<file path="src/hw/hcwc_pkg.sv">
// Constants and types for the host command word codec
package hcwc_pkg;

  // Register byte offsets
  localparam logic [7:0] OFS_RX_CMD  = 8'h00;
  localparam logic [7:0] OFS_RX_SUB  = 8'h04;
  localparam logic [7:0] OFS_RX_STAT = 8'h08;
  localparam logic [7:0] OFS_TX_CTRL = 8'h0c;
  localparam logic [7:0] OFS_TX_CMD  = 8'h10;
  localparam logic [7:0] OFS_TX_RSP  = 8'h14;
  localparam logic [7:0] OFS_COUNT   = 8'h18;

  // Command word fields
  localparam logic [15:0] GRP_SYSIF  = 16'h8000;
  localparam logic [15:0] GRP_DIO    = 16'h4000;
  localparam logic [15:0] GRP_RFT    = 16'h2000;
  localparam logic [15:0] GRP_TTC    = 16'h1000;
  localparam logic [15:0] GRP_MODE   = 16'h0400;
  localparam logic [15:0] GRP_DIAG   = 16'h0200;
  localparam logic [15:0] GRP_MASK   = 16'hf600;
  localparam logic [15:0] FLG_UNSOL  = 16'h0010;
  localparam logic [15:0] FLG_ACK    = 16'h0001;

  // Response word fields
  localparam logic [15:0] RSP_SYNC   = 16'h8000;
  localparam logic [15:0] RSP_ASYNC  = 16'h4000;
  localparam logic [15:0] RSP_UNSOL  = 16'h2000;
  localparam logic [15:0] RSP_OK     = 16'h0800;
  localparam logic [15:0] RSP_ERR    = 16'h0200;
  localparam logic [15:0] RSP_CTL    = 16'h0100;

  // Codes used when the codec rejects a received command
  localparam logic [7:0] CODE_GRP_ERR = 8'h03;
  localparam logic [7:0] CODE_SUB_ERR = 8'h08;

  // System interface sub-command codes
  localparam logic [15:0] SUB_IDENT   = 16'h0000;
  localparam logic [15:0] SUB_SET_TD  = 16'h0003;
  localparam logic [15:0] SUB_GET_TD  = 16'h0004;
  localparam logic [15:0] SUB_FW_APP  = 16'h0005;
  localparam logic [15:0] SUB_RESET   = 16'h0006;
  localparam logic [15:0] SUB_BUF_GET = 16'h0007;
  localparam logic [15:0] SUB_BUF_CNT = 16'h0008;
  localparam logic [15:0] SUB_BUF_DEL = 16'h0009;
  localparam logic [15:0] SUB_ST_BOOT = 16'h000a;
  localparam logic [15:0] SUB_ST_LANE = 16'h000b;
  localparam logic [15:0] SUB_ST_SYS  = 16'h000c;
  localparam logic [15:0] SUB_SET_BM  = 16'h0016;
  localparam logic [15:0] SUB_GET_BM  = 16'h0017;
  localparam logic [15:0] SUB_SET_TMO = 16'h0018;
  localparam logic [15:0] SUB_GET_TMO = 16'h0019;
  localparam logic [15:0] SUB_SET_SW  = 16'h001a;
  localparam logic [15:0] SUB_GET_SW  = 16'h001b;
  localparam logic [15:0] SUB_FW_PL   = 16'h001c;
  localparam logic [15:0] SUB_FW_BOOT = 16'h001d;
  localparam logic [15:0] SUB_SERIAL  = 16'h001f;
  localparam logic [15:0] SUB_FW_VER  = 16'h0021;
  localparam logic [15:0] SUB_DEFAULT = 16'h002b;
  localparam logic [15:0] SUB_SET_HIP = 16'h0040;
  localparam logic [15:0] SUB_GET_HIP = 16'h0041;
  localparam logic [15:0] SUB_SET_IP  = 16'h0042;
  localparam logic [15:0] SUB_GET_IP  = 16'h0043;
  localparam logic [15:0] SUB_GET_TCP = 16'h0044;

  // Reset values
  localparam logic [15:0] RST_WORD   = 16'h0000;
  localparam logic [31:0] RST_DATA   = 32'h0000_0000;

  // Outgoing message kinds
  typedef enum logic [1:0] {
    KIND_RSP   = 2'b00,  // Direct command response
    KIND_ASYNC = 2'b01,  // Asynchronous response
    KIND_UNSOL = 2'b10,  // Unsolicited status
    KIND_ACK   = 2'b11   // Data acknowledge
  } hcwc_kind_e;

  // Status classes; the fourth code is the reserved prefix
  typedef enum logic [1:0] {
    STAT_OK  = 2'b00,
    STAT_ERR = 2'b01,
    STAT_CTL = 2'b10,
    STAT_RSV = 2'b11
  } hcwc_stat_e;

endpackage

</file>
<file path="src/hw/hcwc_top.sv">
// Host command word codec with APB register access
`timescale 1ns/10ps
module hcwc_top (
  input  wire logic        CORE_CLK_I,  // 125 MHz core clock
  input  wire logic        NRST_I,      // Async reset, active low
  input  wire logic        PSEL_I,      // APB select
  input  wire logic        PENABLE_I,   // APB access phase
  input  wire logic        PWRITE_I,    // APB direction, high = write
  input  wire logic [7:0]  PADDR_I,     // APB byte address
  input  wire logic [31:0] PWDATA_I,    // APB write data
  output logic      [31:0] PRDATA_O,    // APB read data
  output logic             PREADY_O,    // APB ready
  output logic             PSLVERR_O,   // APB error on unmapped address
  output logic      [15:0] TX_CMD_O,    // Composed system command word
  output logic      [15:0] TX_RSP_O,    // Composed system response word
  output logic             TX_STB_O     // One-cycle pulse per new message
);
  import hcwc_pkg::*;

  // All clocked state of the codec except the reset synchroniser
  typedef struct packed {
    logic [15:0] rx_cmd;   // Received command word
    logic [15:0] rx_sub;   // Received sub-command code
    logic [15:0] tx_ctrl;  // Last written message request
    logic [15:0] tx_cmd;   // Composed command word
    logic [15:0] tx_rsp;   // Composed response word
    logic        tx_stb;   // Send pulse
    logic [15:0] tx_cnt;   // Messages composed
    logic [15:0] rej_cnt;  // Responses forced to error
    logic [31:0] rdata;    // Read data for the access phase
    logic        slverr;   // Error for the access phase
  } hcwc_state_s;

  hcwc_state_s st_r;       // Registered state
  hcwc_state_s st_nxt;     // Next state
  logic [1:0]  rst_sync_r; // Reset release synchroniser
  logic        rst_n;      // Synchronised reset

  // Request fields decoded from a write to the control register
  hcwc_kind_e  req_kind;   // Message kind
  hcwc_stat_e  req_stat;   // Requested status class
  logic [2:0]  req_grp;    // Originating group index
  logic [7:0]  req_code;   // Group-specific code
  logic [15:0] grp_bit;    // Group bit for the command word
  logic [15:0] cls_bit;    // Delivery class bit
  logic [15:0] sts_bit;    // Status class bit
  logic [7:0]  out_code;   // Code placed in bits 7..0
  logic        reject;     // Received command is not acceptable
  logic        force_err;  // Response replaced by error

  // Received command decode
  logic        grp_ok;     // Exactly one group bit, no stray upper bit
  logic        sub_known;  // Sub-command is a listed code
  logic        rx_valid;   // Command acceptable as a whole
  logic        setup;      // APB setup phase
  logic        access_wr;  // APB write taking effect this edge

  // One-hot check over the group bits
  function automatic logic one_hot16(input logic [15:0] v);
    logic [4:0] n;
    n = 5'd0;
    for (int i = 0; i < 16; i++) begin
      n = n + {4'd0, v[i]};
    end
    return (n == 5'd1);
  endfunction

  // Group index to its command word bit; invalid index falls back to
  // the system interface group so the word is never without a group
  function automatic logic [15:0] grp_enc(input logic [2:0] idx);
    logic [15:0] g;
    g = GRP_SYSIF;
    case (idx)
      3'd0: g = GRP_SYSIF;
      3'd1: g = GRP_DIO;
      3'd2: g = GRP_RFT;
      3'd3: g = GRP_TTC;
      3'd4: g = GRP_MODE;
      3'd5: g = GRP_DIAG;
      default: g = GRP_SYSIF;
    endcase
    return g;
  endfunction

  // Listed system interface sub-commands
  function automatic logic sub_listed(input logic [15:0] c);
    logic k;
    k = 1'b0;
    case (c)
      SUB_IDENT, SUB_SERIAL, SUB_FW_VER,
      SUB_SET_TD, SUB_GET_TD:                 k = 1'b1;
      SUB_BUF_GET, SUB_BUF_CNT, SUB_BUF_DEL:  k = 1'b1;
      SUB_SET_BM, SUB_GET_BM,
      SUB_SET_SW, SUB_GET_SW:                 k = 1'b1;
      SUB_SET_TMO, SUB_GET_TMO:               k = 1'b1;
      SUB_FW_APP, SUB_FW_PL, SUB_FW_BOOT:     k = 1'b1;
      SUB_ST_BOOT, SUB_ST_LANE, SUB_ST_SYS:   k = 1'b1;
      SUB_DEFAULT, SUB_RESET:                 k = 1'b1;
      SUB_SET_HIP, SUB_GET_HIP, SUB_SET_IP,
      SUB_GET_IP, SUB_GET_TCP:                k = 1'b1;
      default:                                k = 1'b0;
    endcase
    return k;
  endfunction

  // Reset release through two flip-flops; input side is a constant
  always_ff @(posedge CORE_CLK_I or negedge NRST_I) begin
    if (!NRST_I) begin
      rst_sync_r <= 2'b00;
    end else begin
      rst_sync_r <= {rst_sync_r[0], 1'b1};
    end
  end
  assign rst_n = rst_sync_r[1];

  // Decode of the command the host has sent
  always_comb begin
    // The host must set one group bit; anything else is a group error
    grp_ok = one_hot16(st_r.rx_cmd & GRP_MASK) &&
             ((st_r.rx_cmd & ~GRP_MASK & 16'hff00) == 16'h0000);
    sub_known = sub_listed(st_r.rx_sub);
    // Sub-command only matters for the system interface group
    if (st_r.rx_cmd[15]) begin
      rx_valid = grp_ok && sub_known;
    end else begin
      rx_valid = grp_ok;
    end
    reject = !rx_valid;
  end

  // Compose the outgoing words from the request being written
  always_comb begin
    req_kind = hcwc_kind_e'(PWDATA_I[1:0]);
    req_stat = hcwc_stat_e'(PWDATA_I[3:2]);
    req_grp  = PWDATA_I[6:4];
    req_code = PWDATA_I[15:8];
    grp_bit  = grp_enc(req_grp);
    // Only direct responses answer a received command
    force_err = (req_kind == KIND_RSP) && reject;
    // Delivery class
    case (req_kind)
      KIND_RSP:   cls_bit = RSP_SYNC;
      KIND_ACK:   cls_bit = RSP_SYNC;
      KIND_ASYNC: cls_bit = RSP_ASYNC;
      KIND_UNSOL: cls_bit = RSP_UNSOL;
      default:    cls_bit = RSP_SYNC;
    endcase
    // Status class; the reserved prefix is never produced
    out_code = req_code;
    if (req_kind == KIND_ACK) begin
      sts_bit = RSP_CTL;
    end else if (force_err) begin
      sts_bit  = RSP_ERR;
      out_code = grp_ok ? CODE_SUB_ERR : CODE_GRP_ERR;
    end else begin
      case (req_stat)
        STAT_OK:  sts_bit = RSP_OK;
        STAT_ERR: sts_bit = RSP_ERR;
        STAT_CTL: sts_bit = RSP_CTL;
        default:  sts_bit = RSP_ERR;
      endcase
    end
  end

  // APB phase decode
  assign setup     = PSEL_I && !PENABLE_I;
  assign access_wr = PSEL_I && PENABLE_I && PWRITE_I;

  // Next-state logic: register writes, message composition, reads
  always_comb begin
    st_nxt        = st_r;
    st_nxt.tx_stb = 1'b0;
    // Writes take effect at the end of the access phase
    if (access_wr) begin
      if (PADDR_I == OFS_RX_CMD) begin
        st_nxt.rx_cmd = PWDATA_I[15:0];
      end else if (PADDR_I == OFS_RX_SUB) begin
        st_nxt.rx_sub = PWDATA_I[15:0];
      end else if (PADDR_I == OFS_TX_CTRL) begin
        // Writing the request sends one message
        st_nxt.tx_ctrl = PWDATA_I[15:0];
        st_nxt.tx_cmd  = grp_bit |
          ((req_kind == KIND_UNSOL) ? FLG_UNSOL : 16'h0000) |
          ((req_kind == KIND_ACK)   ? FLG_ACK   : 16'h0000);
        st_nxt.tx_rsp  = cls_bit | sts_bit | {8'h00, out_code};
        st_nxt.tx_stb  = 1'b1;
        st_nxt.tx_cnt  = st_r.tx_cnt + 16'd1;
        if (force_err) begin
          st_nxt.rej_cnt = st_r.rej_cnt + 16'd1;
        end
      end else if (PADDR_I == OFS_COUNT) begin
        // Any write clears both counters
        st_nxt.tx_cnt  = RST_WORD;
        st_nxt.rej_cnt = RST_WORD;
      end
    end
    // Read data and error are captured in the setup phase so that
    // they come from flops in the access phase
    if (setup) begin
      st_nxt.slverr = 1'b0;
      if (PADDR_I == OFS_RX_CMD) begin
        st_nxt.rdata = {16'h0000, st_r.rx_cmd};
      end else if (PADDR_I == OFS_RX_SUB) begin
        st_nxt.rdata = {16'h0000, st_r.rx_sub};
      end else if (PADDR_I == OFS_RX_STAT) begin
        st_nxt.rdata = {27'd0,
                        (st_r.rx_cmd & FLG_ACK) != 16'h0000,
                        (st_r.rx_cmd & FLG_UNSOL) != 16'h0000,
                        rx_valid, sub_known, grp_ok};
      end else if (PADDR_I == OFS_TX_CTRL) begin
        st_nxt.rdata = {16'h0000, st_r.tx_ctrl};
      end else if (PADDR_I == OFS_TX_CMD) begin
        st_nxt.rdata = {16'h0000, st_r.tx_cmd};
      end else if (PADDR_I == OFS_TX_RSP) begin
        st_nxt.rdata = {16'h0000, st_r.tx_rsp};
      end else if (PADDR_I == OFS_COUNT) begin
        st_nxt.rdata = {st_r.rej_cnt, st_r.tx_cnt};
      end else begin
        // Unmapped address reads zero and flags an error
        st_nxt.rdata  = RST_DATA;
        st_nxt.slverr = 1'b1;
      end
    end
  end

  // State register; a setup read racing a write to the same register
  // cannot happen on APB since phases never overlap
  always_ff @(posedge CORE_CLK_I or negedge rst_n) begin
    if (!rst_n) begin
      st_r <= '0;
    end else begin
      st_r <= st_nxt;
    end
  end

  // Outputs; slave never inserts wait states
  assign PREADY_O  = 1'b1;
  assign PRDATA_O  = st_r.rdata;
  assign PSLVERR_O = st_r.slverr && PSEL_I && PENABLE_I;
  assign TX_CMD_O  = st_r.tx_cmd;
  assign TX_RSP_O  = st_r.tx_rsp;
  assign TX_STB_O  = st_r.tx_stb;

endmodule

</file>
<file path="config.mk">
export PLATFORM = sky130hd
export DESIGN_NAME = hcwc_top
export DESIGN_NICKNAME = d
export VERILOG_FILES = /design/src/hw/hcwc_pkg.sv /design/src/hw/hcwc_top.sv
export SDC_FILE = /design/constraint.sdc
export NUM_CORES = 1
export LEC_CHECK = 0
export BUFFER_PORTS_ARGS = -buffer_cell sky130_fd_sc_hd__clkbuf_2
export CAP_MARGIN = 5
export CORE_ASPECT_RATIO = 0.9
export CORE_MARGIN = 5
export CORE_UTILIZATION = 55
export CTS_CLUSTER_DIAMETER = 50
export CTS_CLUSTER_SIZE = 10
export DETAILED_ROUTE_END_ITERATION = 16
export GPL_TIMING_DRIVEN = 0
export PLACE_DENSITY = 0.78
export REMOVE_ABC_BUFFERS = 1
export SLEW_MARGIN = 20
export SYNTH_ARGS = -nofsm -noshare
export SYNTH_HDL_FRONTEND = slang
export SYNTH_SLANG_ARGS = --single-unit
</file>
<file path="constraint.sdc">
create_clock -name CORE_CLK_I -period 4.9 [get_ports CORE_CLK_I]
set_input_delay 0.98 -clock CORE_CLK_I [delete_from_list [all_inputs] [get_ports CORE_CLK_I]]
set_output_delay 0.98 -clock CORE_CLK_I [all_outputs]
set_load 0.02 [all_outputs]
</file>
==> flow_summary.toml <==
[timing]
setup_viol_count_final = 0
period_share = 0.8520
rsz0062_at_grt = "false"
worst_clock_skew_ns = 0.005877
worst_pin_slew_ns = 1.048
tns_ns = 0
whs_ns = 0.2661
finalMaxSlewViolations = 0
fin_crit_ns = 4.175
fmax_mhz = 239.5
slew_headroom = 0.2991
finalHoldViolCount = 0

[cts]
cts.sinks = 137
root_buffer = "clkbuf_16"
clk-insertion-delay-late_ns = 0.43
htree_levels = 4
post_cts_buffers = 0
tritoncts = "built"
cts.hold.buffers_added = 0
cts_resized = 0
clk_path_buf_depth = 2
numCtsBuffers = 17
clk_pin_slew_ns = 0.06

[grt]
grt_pass1_wl_mm = 30.79
grt_util_all_layers = 0.2432
grt_max_degree = 58
overflow = 0
antenna_found_initial = 0
grt_pass1_vias = 5867

[worst_setup_path]
arrival_ns = 4.53
critPathBufInv = 2
slowest_stage = "nor4_2"
max_stage_delay_ns = 0.79
crit_top_cell = "fa_1"
path_delay_family = "adder cells"
startpoint_type = "flop"
crit_fanout = 8
cp.required_ns = 5.26
crit_type = "flop to flop"
path_cells = "inv_1, fa_1, fa_1, inv_1, ha_1, fa_1, nor4_2, a31oi_1, or4b_1, nand3_1"
endpoint_kind = "flop"

[synth]
netlist_area_sq_um = 7480
yosysTopAreaCell = "dfrtp_1"
synth_top_area_frac = 0.4583
avgSynthCellArea_sq_um = 9.752
yosys-top-cells-count = "dfrtp_1 (137), nand2_1 (130), buf_4 (65)"
syn_inst = 767
ys.flop_type = "dfrtp_1"
ys_async_sr_fraction = 1.000
yosys_warnings = 0
ys_ff_latch = 137
ys_types = 67
yosysMostFrequentCell = "dfrtp_1"
ys_top_cells_by_area = "dfrtp_1 (46%), buf_4 (6.5%), nand2_1 (6.5%)"
ys_seq_area_frac = 0.4583
synth_edf_count = 0

[detailed_routing]
drt_iter0_drc = 693
routed_wirelength_mm = 18.89
avgViaCountPerCell = 6.043
wire_per_inst_um = 19.63
vias = 5813
ant_nets = 0
first_pass_iters = 5
drc = 0

[pwr]
peakVddDrop_mv = 0.2629
p_per_area_nw_per_um2 = 320.4
leakage_nw = 4.057

[die]
fp.dieW_um = 132.9
ioPinCount = 112
num_rows = 40
core_sq_um = 13360
fp.dieH_um = 120.6
initial_core_util = 0.5597
dieArea_sq_um = 16030

[final_layout]
final_util = 0.6140
num-nets-final = 840
final_layout_size_suffix_gt1_frac = 0.2028
seqCellArea_sq_um = 3432
multi_input_area_sq_um = 3362
antenna_cells = 0
fill_cells = 1046
syn_to_final_growth_pct = 9.686

[placed_design]
hpwl_mm = 13.24
numPortBuffers = 84
globalplace.congestion = 0.9060

[worst_hold_path]
holdCritPathClass = "flop to async pin"

[run]
maxCapViolCount = 0

[run_status]
status = "finished, final reports clean"
==> cell usage in the layout (no fill, tap or decap), types with 5 or more instances in the layout <==
cell | Yosys | routed
a21oi_1 | 14 | 14
a22o_1 | 28 | 28
a22oi_1 | 13 | 13
and2_1 | 5 | 5
and3_1 | 7 | 7
and4_1 | 6 | 6
clkbuf_16 | 0 | 17
clkbuf_2 | 0 | 84
clkbuf_8 | 0 | 5
conb_1 | 2 | 12
dfrtp_1 | 137 | 136
ha_1 | 11 | 11
inv_1 | 21 | 21
mux2_2 | 26 | 26
mux2i_1 | 24 | 24
nand2_1 | 130 | 130
nand2b_1 | 16 | 15
nand3_1 | 16 | 16
nand4_1 | 6 | 6
nor2_1 | 34 | 33
nor2b_1 | 10 | 10
nor3_1 | 11 | 11
o21ai_0 | 53 | 53
o2bb2ai_1 | 9 | 9
o41ai_1 | 5 | 5
or2b_1 | 5 | 5
or3_1 | 6 | 6
xnor2_1 | 6 | 6
==> routing by layer <==
metal  GRT usage  share of wire  up-vias
li1            -              -     2656
met1      0.3269           0.44     2867
met2      0.3817           0.46      255
met3     0.06489          0.080       35
met4     0.08701          0.019        0
met5           0              0        -
==> where the power goes <==
part	internal [W]	switching [W]	leakage, nW	total (W)
Combinational	0.0000403	0.0000990	1.85	0.000139
Clock	0.000865	0.000467	0.303	0.00133
Sequential	0.00114	0.0000142	1.90	0.00116
Total	0.00205	0.000580	4.06	0.00263
==> sequential cells by signal, summed over array words and instances (netlist names) <==
| register | flops |
|---|---|
| PRDATA_O | 32 |
| TX_CMD_O | 7 |
| TX_RSP_O | 14 |
| TX_STB_O | 1 |
| rst_sync_r | 2 |
| st_r | 81 |
==> stage by stage <==
| stage | instances | power, W | area [sq um] | setup slack [ns] |
|---|---|---|---|---|
| 2_1_floorplan | 675 | 0.001245 | 6864 | 0.8004 |
| 3_3_place_gp | 927 | 0.001302 | 7495 | -0.5319 |
| 3_5_place_dp | 930 | 0.001315 | 7584 | 0.6457 |
| 4_1_cts | 962 | 0.002647 | 8202 | 0.7361 |
| 5_1_grt | 962 | 0.002708 | 8204 | 0.4425 |
| 6_report | 962 | 0.002629 | 8204 | 0.7252 |
==> cell type report <==
class                      instances  area share
multi-input combinational        517      0.4098
inverter                          21    0.009608
sequential                       137      0.4183
clock inverter                     7     0.01373
tap                              168     0.02562
timing repair buffer              87     0.06131
clock buffer                      25     0.06161
==> final timing paths <==
check,start,slack [ns],cells past startpoint,endpoint
setup reg to reg,st_r[139]$_DFFE_PN0P_,0.73,10,TX_RSP_O[8]$_DFFE_PN0P_
setup / recovery,st_r[139]$_DFFE_PN0P_,0.73,10,TX_RSP_O[8]$_DFFE_PN0P_
max in group asynchronous,rst_sync_r[1]$_DFF_PN0_,4.02,1,st_r[127]$_DFFE_PN0P_
min in group CORE_CLK_I,rst_sync_r[0]$_DFF_PN0_,0.35,0,rst_sync_r[1]$_DFF_PN0_
hold reg to reg,rst_sync_r[1]$_DFF_PN0_,0.27,0,PRDATA_O[16]$_DFFE_PN0P_
hold / removal,rst_sync_r[1]$_DFF_PN0_,0.27,0,PRDATA_O[16]$_DFFE_PN0P_
==> cell families (layout without fill, tap and decap cells) <==
logic type | count (synthesis) | after routing | share of synthesized area
simple gates | 273 | 273 | 0.1855
buf+inv | 123 | 140 | 0.09786
xor+xnor | 8 | 8 | 0.009368
mux | 52 | 52 | 0.07728
other cells | 2 | 12 | 0.001004
compound gates | 158 | 158 | 0.1442
flops | 137 | 137 | 0.4583
fa+ha+maj | 14 | 14 | 0.02643
Power figures use the tool's default switching activity.
